[config.mk]
export PLATFORM = sky130hd
export DESIGN_NAME = lcd_rmw_reset_powersave_ctrl
export DESIGN_NICKNAME = d
export VERILOG_FILES = /design/src/shared/lcd_ctrl_pkg.sv /design/src/logic/lcd_display_ram.sv /design/src/logic/lcd_rmw_reset_powersave_ctrl.sv
export VERILOG_INCLUDE_DIRS = /design/src /design/src/shared
export SDC_FILE = /design/constraint.sdc
export NUM_CORES = 2
export LEC_CHECK = 0
export BUFFER_PORTS_ARGS = -buffer_cell sky130_fd_sc_hd__buf_4
export CORE_MARGIN = 4
export CORE_UTILIZATION = 49
export DETAILED_ROUTE_END_ITERATION = 7
export PLACE_DENSITY = 0.76
export REMOVE_ABC_BUFFERS = 1
export SLEW_MARGIN = 20
export SYNTH_ARGS = -nofsm -noshare
export SYNTH_HDL_FRONTEND = slang
export SYNTH_HIERARCHICAL = 1
export SYNTH_SLANG_ARGS = --single-unit
[constraint.sdc]
create_clock -name sys_clk_in -period 6.6 [get_ports sys_clk_in]
set_input_delay 1.98 -clock sys_clk_in [delete_from_list [all_inputs] [get_ports sys_clk_in]]
set_output_delay 1.98 -clock sys_clk_in [all_outputs]
set_load 0.02 [all_outputs]
[src/shared/lcd_ctrl_map.svh]
// Constants for the LCD command slice: command codes, limits, reset values
// and the settle time after a hardware init edge.
// Assumes a 100 MHz system clock.
`ifndef LCD_CTRL_MAP_SVH
`define LCD_CTRL_MAP_SVH

// Exact command codes
`define CMD_RMW_ENTER    8'hE0
`define CMD_RMW_END      8'hEE
`define CMD_SOFT_RESET   8'hE2
`define CMD_DISP_OFF     8'hAE
`define CMD_DISP_ON      8'hAF
`define CMD_STATIC_OFF   8'hA4
`define CMD_STATIC_ON    8'hA5
`define CMD_ADC_NORMAL   8'hA0
`define CMD_ADC_INVERT   8'hA1
`define CMD_DUTY_LOW     8'hA8
`define CMD_DUTY_HIGH    8'hA9

// Prefix codes of the commands that carry an operand
`define CMD_START_PREFIX 3'h6
`define CMD_PAGE_PREFIX  6'h2E

// Column counter stops here; addresses at or above it are invalid
`define COL_LIMIT        7'h50
`define COL_RESET        7'h00
`define PAGE_RESET       2'h3
`define START_RESET      5'h00
`define DRAM_WORDS       320

// Settle time after an init edge, rounded up to whole cycles
`define CLK_PERIOD_NS    10
`define INIT_SETTLE_NS   1000
`define INIT_SETTLE_CYC  ((`INIT_SETTLE_NS + `CLK_PERIOD_NS - 1) / `CLK_PERIOD_NS)

`endif

[src/shared/lcd_ctrl_pkg.sv]
// Types shared by the LCD command slice, its host model and its bench.
// Holds no constants; those live in the map header.
package lcd_ctrl_pkg;

  // One host access, taken in the cycle its strobe is high
  typedef struct packed {
    logic       wr;    // Write strobe, one cycle
    logic       rd;    // Read strobe, one cycle
    logic       cds;   // cmd_data_select: 0 command, 1 display data
    logic [7:0] data;  // Write byte
  } bus_req_t;

  // LCD drive and oscillator controls
  typedef struct packed {
    logic lcd_drive_on;      // Drivers actively scanning
    logic column_drivers_vdd; // Column outputs parked at VDD
    logic row_drivers_vdd;   // Row outputs parked at VDD
    logic row_select_all;    // Static drive selects every row
    logic osc_clk_block;     // External clock input gated off
    logic osc_out_oe;        // Oscillator output driven
  } drive_ctl_t;

  // Operating modes, one-hot
  typedef enum logic [2:0] {
    MODE_INIT   = 3'b001,
    MODE_NORMAL = 3'b010,
    MODE_RMW    = 3'b100
  } mode_t;

endpackage : lcd_ctrl_pkg

[src/logic/lcd_display_ram.sv]
// Display data memory: four pages of eighty byte columns.
// Assumes the caller never writes at a column at or above the limit.
`timescale 1ns/1ps
`include "lcd_ctrl_map.svh"

module lcd_display_ram (
  input  wire logic       sys_clk_in,   // System clock
  input  wire logic       wr_en_in,     // Write this cycle
  input  wire logic [1:0] page_in,      // Page address
  input  wire logic [6:0] col_in,       // Column address
  input  wire logic [7:0] wdata_in,     // Byte to store
  output logic      [7:0] rdata_out     // Byte at page and column
);

  // No reset: contents survive every reset on purpose
  logic [7:0] mem [0:`DRAM_WORDS-1];
  logic [8:0] idx;                      // Flat word index

  // Page times eighty plus column, built from shifts
  always_comb begin
    idx = {1'b0, page_in, 6'h00} + {3'h0, page_in, 4'h0} + {2'h0, col_in};
  end

  // Invalid columns read as zero instead of wrapping
  always_comb begin
    if (col_in < `COL_LIMIT) begin
      rdata_out = mem[idx];
    end else begin
      rdata_out = 8'h00;
    end
  end

  // Write port
  always_ff @(posedge sys_clk_in) begin
    if (wr_en_in) begin
      mem[idx] <= wdata_in;
    end
  end

endmodule : lcd_display_ram

[src/logic/lcd_rmw_reset_powersave_ctrl.sv]
// Command slice of a dot-matrix LCD controller: read-modify-write, End,
// software reset, power save, data access and hardware init settling.
// Assumes host strobes are synchronous one-cycle pulses on sys_clk_in.
`timescale 1ns/1ps
`include "lcd_ctrl_map.svh"

module lcd_rmw_reset_powersave_ctrl (
  input  wire logic                    sys_clk_in,     // 100 MHz clock
  input  wire logic                    rst_n_in,       // Async reset
  input  wire logic                    hw_init_pin_in, // Edge resets
  input  wire lcd_ctrl_pkg::bus_req_t  bus_req_in,     // Host access
  output logic      [7:0]              bus_rdata_out,  // Read byte
  output lcd_ctrl_pkg::drive_ctl_t     drive_out,      // Drive controls
  output logic                         power_save_out, // Power save
  output logic                         display_on_out, // Display on
  output logic                         static_drive_out, // Static
  output logic                         adc_select_out, // Column order
  output logic                         duty_select_out, // Duty select
  output logic      [4:0]              start_line_out, // Start line
  output logic      [1:0]              page_out,       // Page register
  output logic      [6:0]              column_out,     // Column counter
  output logic                         rmw_active_out, // In RMW mode
  output logic                         resetting_out   // Init settling
);

  localparam logic [6:0] SETTLE_CNT = 7'(`INIT_SETTLE_CYC);

  lcd_ctrl_pkg::mode_t mode_q, mode_d;  // Operating mode
  logic [6:0] cnt_q, cnt_d;             // Settle countdown
  logic [6:0] col_q, col_d;             // Column address counter
  logic [6:0] save_q, save_d;           // Column saved at RMW entry
  logic [1:0] page_q, page_d;           // Page register
  logic [4:0] start_q, start_d;         // Display start line
  logic       disp_on_q, disp_on_d;     // Display-on flag
  logic       static_q, static_d;       // Static drive flag
  logic       adc_q, adc_d;             // Column order flag
  logic       duty_q, duty_d;           // Duty flag
  logic [7:0] latch_q, latch_d;         // Data I/O latch
  logic [7:0] rdata_q, rdata_d;         // Byte presented to host
  logic       pin_q;                    // Last init pin level
  logic       pin_edge;                 // Either edge on init pin
  logic       ram_we;                   // Memory write enable
  logic [7:0] ram_rdata;                // Memory byte at address
  logic       accept;                   // Commands taken
  logic       col_inc;                  // Advance column this cycle
  logic       psave;                    // Power save state

  // Exact command match, decoded in many places
  function automatic logic is_cmd(input lcd_ctrl_pkg::bus_req_t r,
                                  input logic [7:0] code);
    return r.wr && !r.cds && (r.data == code);
  endfunction : is_cmd

  lcd_display_ram u_dram (
    .sys_clk_in (sys_clk_in),
    .wr_en_in   (ram_we),
    .page_in    (page_q),
    .col_in     (col_q),
    .wdata_in   (bus_req_in.data),
    .rdata_out  (ram_rdata)
  );

  // Pin is synchronous, so one flop is enough for edge sensing
  assign pin_edge = hw_init_pin_in ^ pin_q;
  assign accept   = (mode_q != lcd_ctrl_pkg::MODE_INIT);

  // Next-state logic for mode, counters and settings
  always_comb begin
    mode_d    = mode_q;
    cnt_d     = cnt_q;
    col_d     = col_q;
    save_d    = save_q;
    page_d    = page_q;
    start_d   = start_q;
    disp_on_d = disp_on_q;
    static_d  = static_q;
    adc_d     = adc_q;
    duty_d    = duty_q;
    latch_d   = latch_q;
    rdata_d   = rdata_q;
    ram_we    = 1'b0;
    col_inc   = 1'b0;
    unique case (mode_q)
      lcd_ctrl_pkg::MODE_INIT: begin
        if (cnt_q == 7'h00) mode_d = lcd_ctrl_pkg::MODE_NORMAL;
        else cnt_d = cnt_q - 7'h01;
      end
      lcd_ctrl_pkg::MODE_NORMAL: begin
        if (is_cmd(bus_req_in, `CMD_RMW_ENTER)) begin
          mode_d = lcd_ctrl_pkg::MODE_RMW;
          save_d = col_q;
        end
      end
      lcd_ctrl_pkg::MODE_RMW: begin
        if (is_cmd(bus_req_in, `CMD_RMW_END)) begin
          mode_d = lcd_ctrl_pkg::MODE_NORMAL;
          col_d  = save_q;
        end
      end
    endcase
    if (accept) begin
      // Soft reset; memory write stays off
      if (is_cmd(bus_req_in, `CMD_SOFT_RESET)) begin
        start_d = `START_RESET;
        page_d  = `PAGE_RESET;
      end
      if (is_cmd(bus_req_in, `CMD_DISP_OFF)) disp_on_d = 1'b0;
      if (is_cmd(bus_req_in, `CMD_DISP_ON))  disp_on_d = 1'b1;
      if (is_cmd(bus_req_in, `CMD_STATIC_OFF)) static_d = 1'b0;
      if (is_cmd(bus_req_in, `CMD_STATIC_ON))  static_d = 1'b1;
      if (is_cmd(bus_req_in, `CMD_ADC_NORMAL)) adc_d = 1'b0;
      if (is_cmd(bus_req_in, `CMD_ADC_INVERT)) adc_d = 1'b1;
      if (is_cmd(bus_req_in, `CMD_DUTY_LOW))   duty_d = 1'b0;
      if (is_cmd(bus_req_in, `CMD_DUTY_HIGH))  duty_d = 1'b1;
      // Operand commands
      if (bus_req_in.wr && !bus_req_in.cds) begin
        if (bus_req_in.data[7:5] == `CMD_START_PREFIX) begin
          start_d = bus_req_in.data[4:0];
        end
        if (bus_req_in.data[7:2] == `CMD_PAGE_PREFIX) begin
          page_d = bus_req_in.data[1:0];
        end
        // Honoured even in RMW; host keeps it out of that mode
        if (!bus_req_in.data[7]) col_d = bus_req_in.data[6:0];
      end
      // Data write stores and advances in both NORMAL and RMW modes
      if (bus_req_in.wr && bus_req_in.cds) begin
        ram_we  = (col_q < `COL_LIMIT);
        col_inc = 1'b1;
      end
      // Data read hands out the latch and refills it
      if (bus_req_in.rd && bus_req_in.cds) begin
        rdata_d = latch_q;
        latch_d = ram_rdata;
        // No advance on reads in RMW
        col_inc = (mode_q != lcd_ctrl_pkg::MODE_RMW);
      end
      // Status read: busy, column order, display off, resetting
      if (bus_req_in.rd && !bus_req_in.cds) begin
        rdata_d = {1'b0, adc_q, !disp_on_q, 1'b0, 4'h0};
      end
    end
    // Counter saturates at the limit
    if (col_inc && (col_q < `COL_LIMIT)) col_d = col_q + 7'h01;
    // Any init edge restarts the settle period
    if (pin_edge) begin
      mode_d    = lcd_ctrl_pkg::MODE_INIT;
      cnt_d     = SETTLE_CNT;
      col_d     = `COL_RESET;
      page_d    = `PAGE_RESET;
      start_d   = `START_RESET;
      disp_on_d = 1'b0;
      static_d  = 1'b0;
    end
  end

  // State registers
  always_ff @(posedge sys_clk_in or negedge rst_n_in) begin
    if (!rst_n_in) begin
      mode_q    <= lcd_ctrl_pkg::MODE_INIT;
      cnt_q     <= SETTLE_CNT;
      col_q     <= `COL_RESET;
      save_q    <= `COL_RESET;
      page_q    <= `PAGE_RESET;
      start_q   <= `START_RESET;
      disp_on_q <= 1'b0;
      static_q  <= 1'b0;
      adc_q     <= 1'b0;
      duty_q    <= 1'b0;
      latch_q   <= 8'h00;
      rdata_q   <= 8'h00;
      pin_q     <= 1'b0;
    end else begin
      mode_q    <= mode_d;
      cnt_q     <= cnt_d;
      col_q     <= col_d;
      save_q    <= save_d;
      page_q    <= page_d;
      start_q   <= start_d;
      disp_on_q <= disp_on_d;
      static_q  <= static_d;
      adc_q     <= adc_d;
      duty_q    <= duty_d;
      latch_q   <= latch_d;
      rdata_q   <= rdata_d;
      pin_q     <= hw_init_pin_in;
    end
  end

  // Power save follows the two flags directly
  assign psave = static_q && !disp_on_q;

  always_comb begin
    drive_out.lcd_drive_on       = !psave;
    drive_out.column_drivers_vdd = psave;
    drive_out.row_drivers_vdd    = psave;
    drive_out.row_select_all     = static_q && !psave;
    drive_out.osc_clk_block      = psave;
    drive_out.osc_out_oe         = !psave;
  end

  assign power_save_out   = psave;
  assign bus_rdata_out    = rdata_q;
  assign display_on_out   = disp_on_q;
  assign static_drive_out = static_q;
  assign adc_select_out   = adc_q;
  assign duty_select_out  = duty_q;
  assign start_line_out   = start_q;
  assign page_out         = page_q;
  assign column_out       = col_q;
  assign rmw_active_out   = (mode_q == lcd_ctrl_pkg::MODE_RMW);
  assign resetting_out    = !accept;
endmodule : lcd_rmw_reset_powersave_ctrl

==> summary.md <==
| Metric | Value |
|---|---|
| Crit path capture type | register |
| Clk sinks | around 2600 |
| Worst R2R End | latch_q[5]$_DFFE_PN0P_ |
| Sequential element share of the synthesized area | 0.7716 |
| Drt first-iter violations | roughly 8300 |
| Die area | around 210000 sq um |
| Top cells by area, synth | edfxtp_1 (76%), mux4_2 (13%), a22oi_1 (1.3%), nor2_1 (1.3%), dfrtp_1 (1.1%) |
| Clock share of power | 0.381 |
| Die H | roughly 460 microns |
| Yosys cell types | 76 |
| Drc violations | 1 |
| GRT overflow | 0 |
| Number of vias per cell | 6.690 |
| Port Buffer Count | 48 |
| Tcrit/Tclk final | 0.7835 |
| Main synth FF type | edfxtp_1 |
| HP Class | reg2reg |
| Ys async rst share | 0.01991 |
| Switching part of the total | 0.2340 |
| Mapped Cells | 4802 |
| Maximum clock path buffer count | 3 |
| R2R setup slack | approximately 1.4 ns |
| Number of global-route vias before repair | 51840 |
| Gr usage total | 0.2448 |
| Slew margin rel. | 0.2005 |
| Fillers | approximately 15000 |
| WHS | 0.4903 ns |
| Most common cell in the synthesized netlist | edfxtp_1 |
| Failing checks | design-rule violations |
| Worst Path Max Fanout | 31 |
| Later-pin clock latency in the skew report | around 0.9 ns |
| Nets | a little under 5000 |
| Post-synthesis register bit count | between 2000 and 3000 |
| Starting density of the core | 0.4938 |
| Largest stage delay, worst path | 0.95 ns |
| GPL Wtd Cong | 0.9058 |
| Crit path required time | between 7 and 8 ns |
| Int Pwr | around 28 mW |
| Largest net degree at the start of global routing | ~200 |
| H-tree levels | 4 |
| Reg area | around 78000 sq um |
| CP Launch Point | page_out[0]$_DFFE_PN1P_ |
| First-pass DRT Iterations | 8 |
| P_sw | roughly 8.4 mW |
| Post-CTS setup buffers | 0 |
| Worst-margin pin slew | approximately 1.2 ns |
| TritonCTS clock tree | done |
| Worst path bufs/invs | 1 |
| Fin. Hold Viols | 0 |
| RR Startpoint | page_out[0]$_DFFE_PN1P_ |
| Area growth, synth to finish | 11.42% |
| Detail Placement HPWL | around 160000 microns |
| Max-slew violation count | 0 |
| Wire per inst | between 30 and 40 microns |
| CTS resizes | 0 |
| CTS Buf Count | 236 |
| Leakage power | around 34 nW |
| Rows | 166 |
| Routed Antenna Nets | 0 |
| Sequential share of power | 0.512 |
| Final setup vio count | 0 |
| CP max stage cell | a2111oi_1 |
| Fmax | roughly 0.19 GHz |
| End of the critical path | latch_q[5]$_DFFE_PN0P_ |
| Commonest cells in the netlist | edfxtp_1 (2560), mux4_2 (600), nor2_1 (356), a22oi_1 (179), clkbuf_1 (165) |
| Number of synthesized flops with an enable pin | 2560 |
| CTS root buf | clkbuf_16 |
| Setup TNS | 0 ns |
| Worst Setup Start Kind | register |
| Max VDD drop | approximately 0.28 mV |
| Routed via count | roughly 52000 |
| Total power | 35.98 mW |
| Synth top area share | 0.7586 |
| CP arrival | a little under 6 ns |
| Top delay family on crit path | compound AO/OA/AOI/OAI gates |
| Max Cap Violations | 0 |
| Pwr per Cell Area | approximately 320 nW/um^2 |
| First-pass GRT wire length | 381000 microns |
| Core ar. | 205200 sq um |
| Final Skew | slightly above 0.08 ns |
| Cell taking the most area after synthesis | edfxtp_1 |
| Status | finished with violations |
| Worst R2R Path Depth | 10 |
| Post-layout min period | around 5.2 ns |
| Worst path cell trace | ha_1 -> fa_4 -> buf_4 -> and3_1 -> a22oi_1 -> o2111a_1 -> o21ai_1 -> a2111oi_1 -> a41oi_1 -> mux2_2 |
| Initial antenna violation count | 13 |
| Syn_area_per_cell | 21.10 sq um |
| Multi-input gate area | 21670 sq um |
| Clock transition at path regs | 0.06 ns |
| WS Path Type | reg2reg |
| Worst path depth | 10 |
| RSZ-0062 raised after global routing | no |
| WL final | around 260000 microns |
| Die Span X | around 460 microns |
| Layout cells sized above 1 | 0.2361 |
| Top Ports | 49 |
| Post-Syn Area | approximately 100000 sq um |
| Hold-fix buffers at CTS | 0 |
| Logic pwr share | 0.107 |
| Synth warn | 6 |
-- kinds of logic after synthesis --
| kind of cell | after synthesis | synth area share |
|---|---|---|
| simple gates | 575 | 0.02526 |
| buf+inv | 319 | 0.01574 |
| compound gates | 537 | 0.03773 |
| flops | 2612 | 0.7716 |
| mux | 739 | 0.1476 |
| fa+ha+maj | 7 | 0.0009384 |
| xor+xnor | 13 | 0.001124 |
-- worst min path at each step --
stage | cells past startpoint | to | start
final | 2 | bus_rdata_out[4]$_DFFE_PN0P_ | bus_rdata_out[4]$_DFFE_PN0P_
after global routing | 2 | bus_rdata_out[4]$_DFFE_PN0P_ | bus_rdata_out[4]$_DFFE_PN0P_
after CTS | 2 | bus_rdata_out[6]$_DFFE_PN0P_ | bus_rdata_out[6]$_DFFE_PN0P_
after detailed placement | 2 | bus_rdata_out[6]$_DFFE_PN0P_ | bus_rdata_out[6]$_DFFE_PN0P_
after global placement | 2 | bus_rdata_out[6]$_DFFE_PN0P_ | bus_rdata_out[6]$_DFFE_PN0P_
after floorplan | 1 | latch_q[6]$_DFFE_PN0P_ | latch_q[6]$_DFFE_PN0P_
-- through the flow --
stage / area (sq um) / worst slack [ns] / instances / util
floorplan: 99770 / -21.47 / 4493 / -
global placement: 105000 / 1.058 / 7372 / 0.5118
detailed placement: 105000 / 1.456 / 7374 / 0.5119
CTS: 112800 / 1.532 / 7812 / 0.5497
global route: 112900 / 1.468 / 7815 / 0.5501
finish: 112900 / 1.429 / 7823 / 0.5502
-- layout by cell type, fill, tap and decap left out, types with 42 or more instances in the layout --
cell       count
edfxtp_1    2560
mux4_2       600
nor2_1       352
clkbuf_16    239
a22oi_1      179
buf_4        161
mux2i_1      115
a21oi_1       93
a221oi_1      56
nand2_1       54
clkbuf_1      53
clkinv_1      48
o21ai_0       44
dfrtp_1       42
a22o_1        42
-- worst register-to-register path: cells and delay by family (launching register included) --
family,cells,cell delay (ns)
AO/OA/AOI/OAI,5,2.11
adder cells (fa/ha/maj),2,1.15
flip-flops,1,0.57
AND/OR/NAND/NOR,1,0.51
buffers and inverters,1,0.40
multiplexers,1,0.31
-- power groups by stage --
stage / logic [mW] / clock network, mW / registers [mW]
5_1_grt: 4.02 / 14.6 / 18.4
2_1_floorplan: 3.61 / 0 / 19.1
6_report: 3.85 / 13.7 / 18.4
3_3_place_gp: 3.69 / 0 / 18.8
3_5_place_dp: 3.74 / 0 / 18.8
4_1_cts: 3.78 / 13.8 / 18.4
-- cell type report --
| class | instances | area share |
|---|---|---|
| sequential | 2612 | 0.6926 |
| multi-input combinational | 1871 | 0.1919 |
| clock buffer | 296 | 0.05522 |
| tap | 2688 | 0.02979 |
| timing repair buffer | 195 | 0.01636 |
| clock inverter | 142 | 0.01358 |
| inverter | 10 | 0.0003325 |
| antenna | 9 | 0.0001995 |
-- flip-flops by register name, summed over array words and instances (netlist names) --
register	flops
page_out	2
start_line_out	5
mode_q	3
display_on_out	1
duty_select_out	1
u_dram/mem	2560
latch_q	8
save_q	7
column_out	7
adc_select_out	1
static_drive_out	1
cnt_q	7
pin_q	1
bus_rdata_out	8
-- per-layer routing --
| layer | vias to the layer above | share of wire | GRT usage |
|---|---|---|---|
| li1 | 20390 | - | - |
| met1 | 27320 | 0.35 | 0.3295 |
| met2 | 3885 | 0.47 | 0.3729 |
| met3 | 737 | 0.13 | 0.07105 |
| met4 | 10 | 0.055 | 0.1133 |
| met5 | - | 0.00025 | 0 |
No activity file was read; power rests on OpenSTA's default activity.
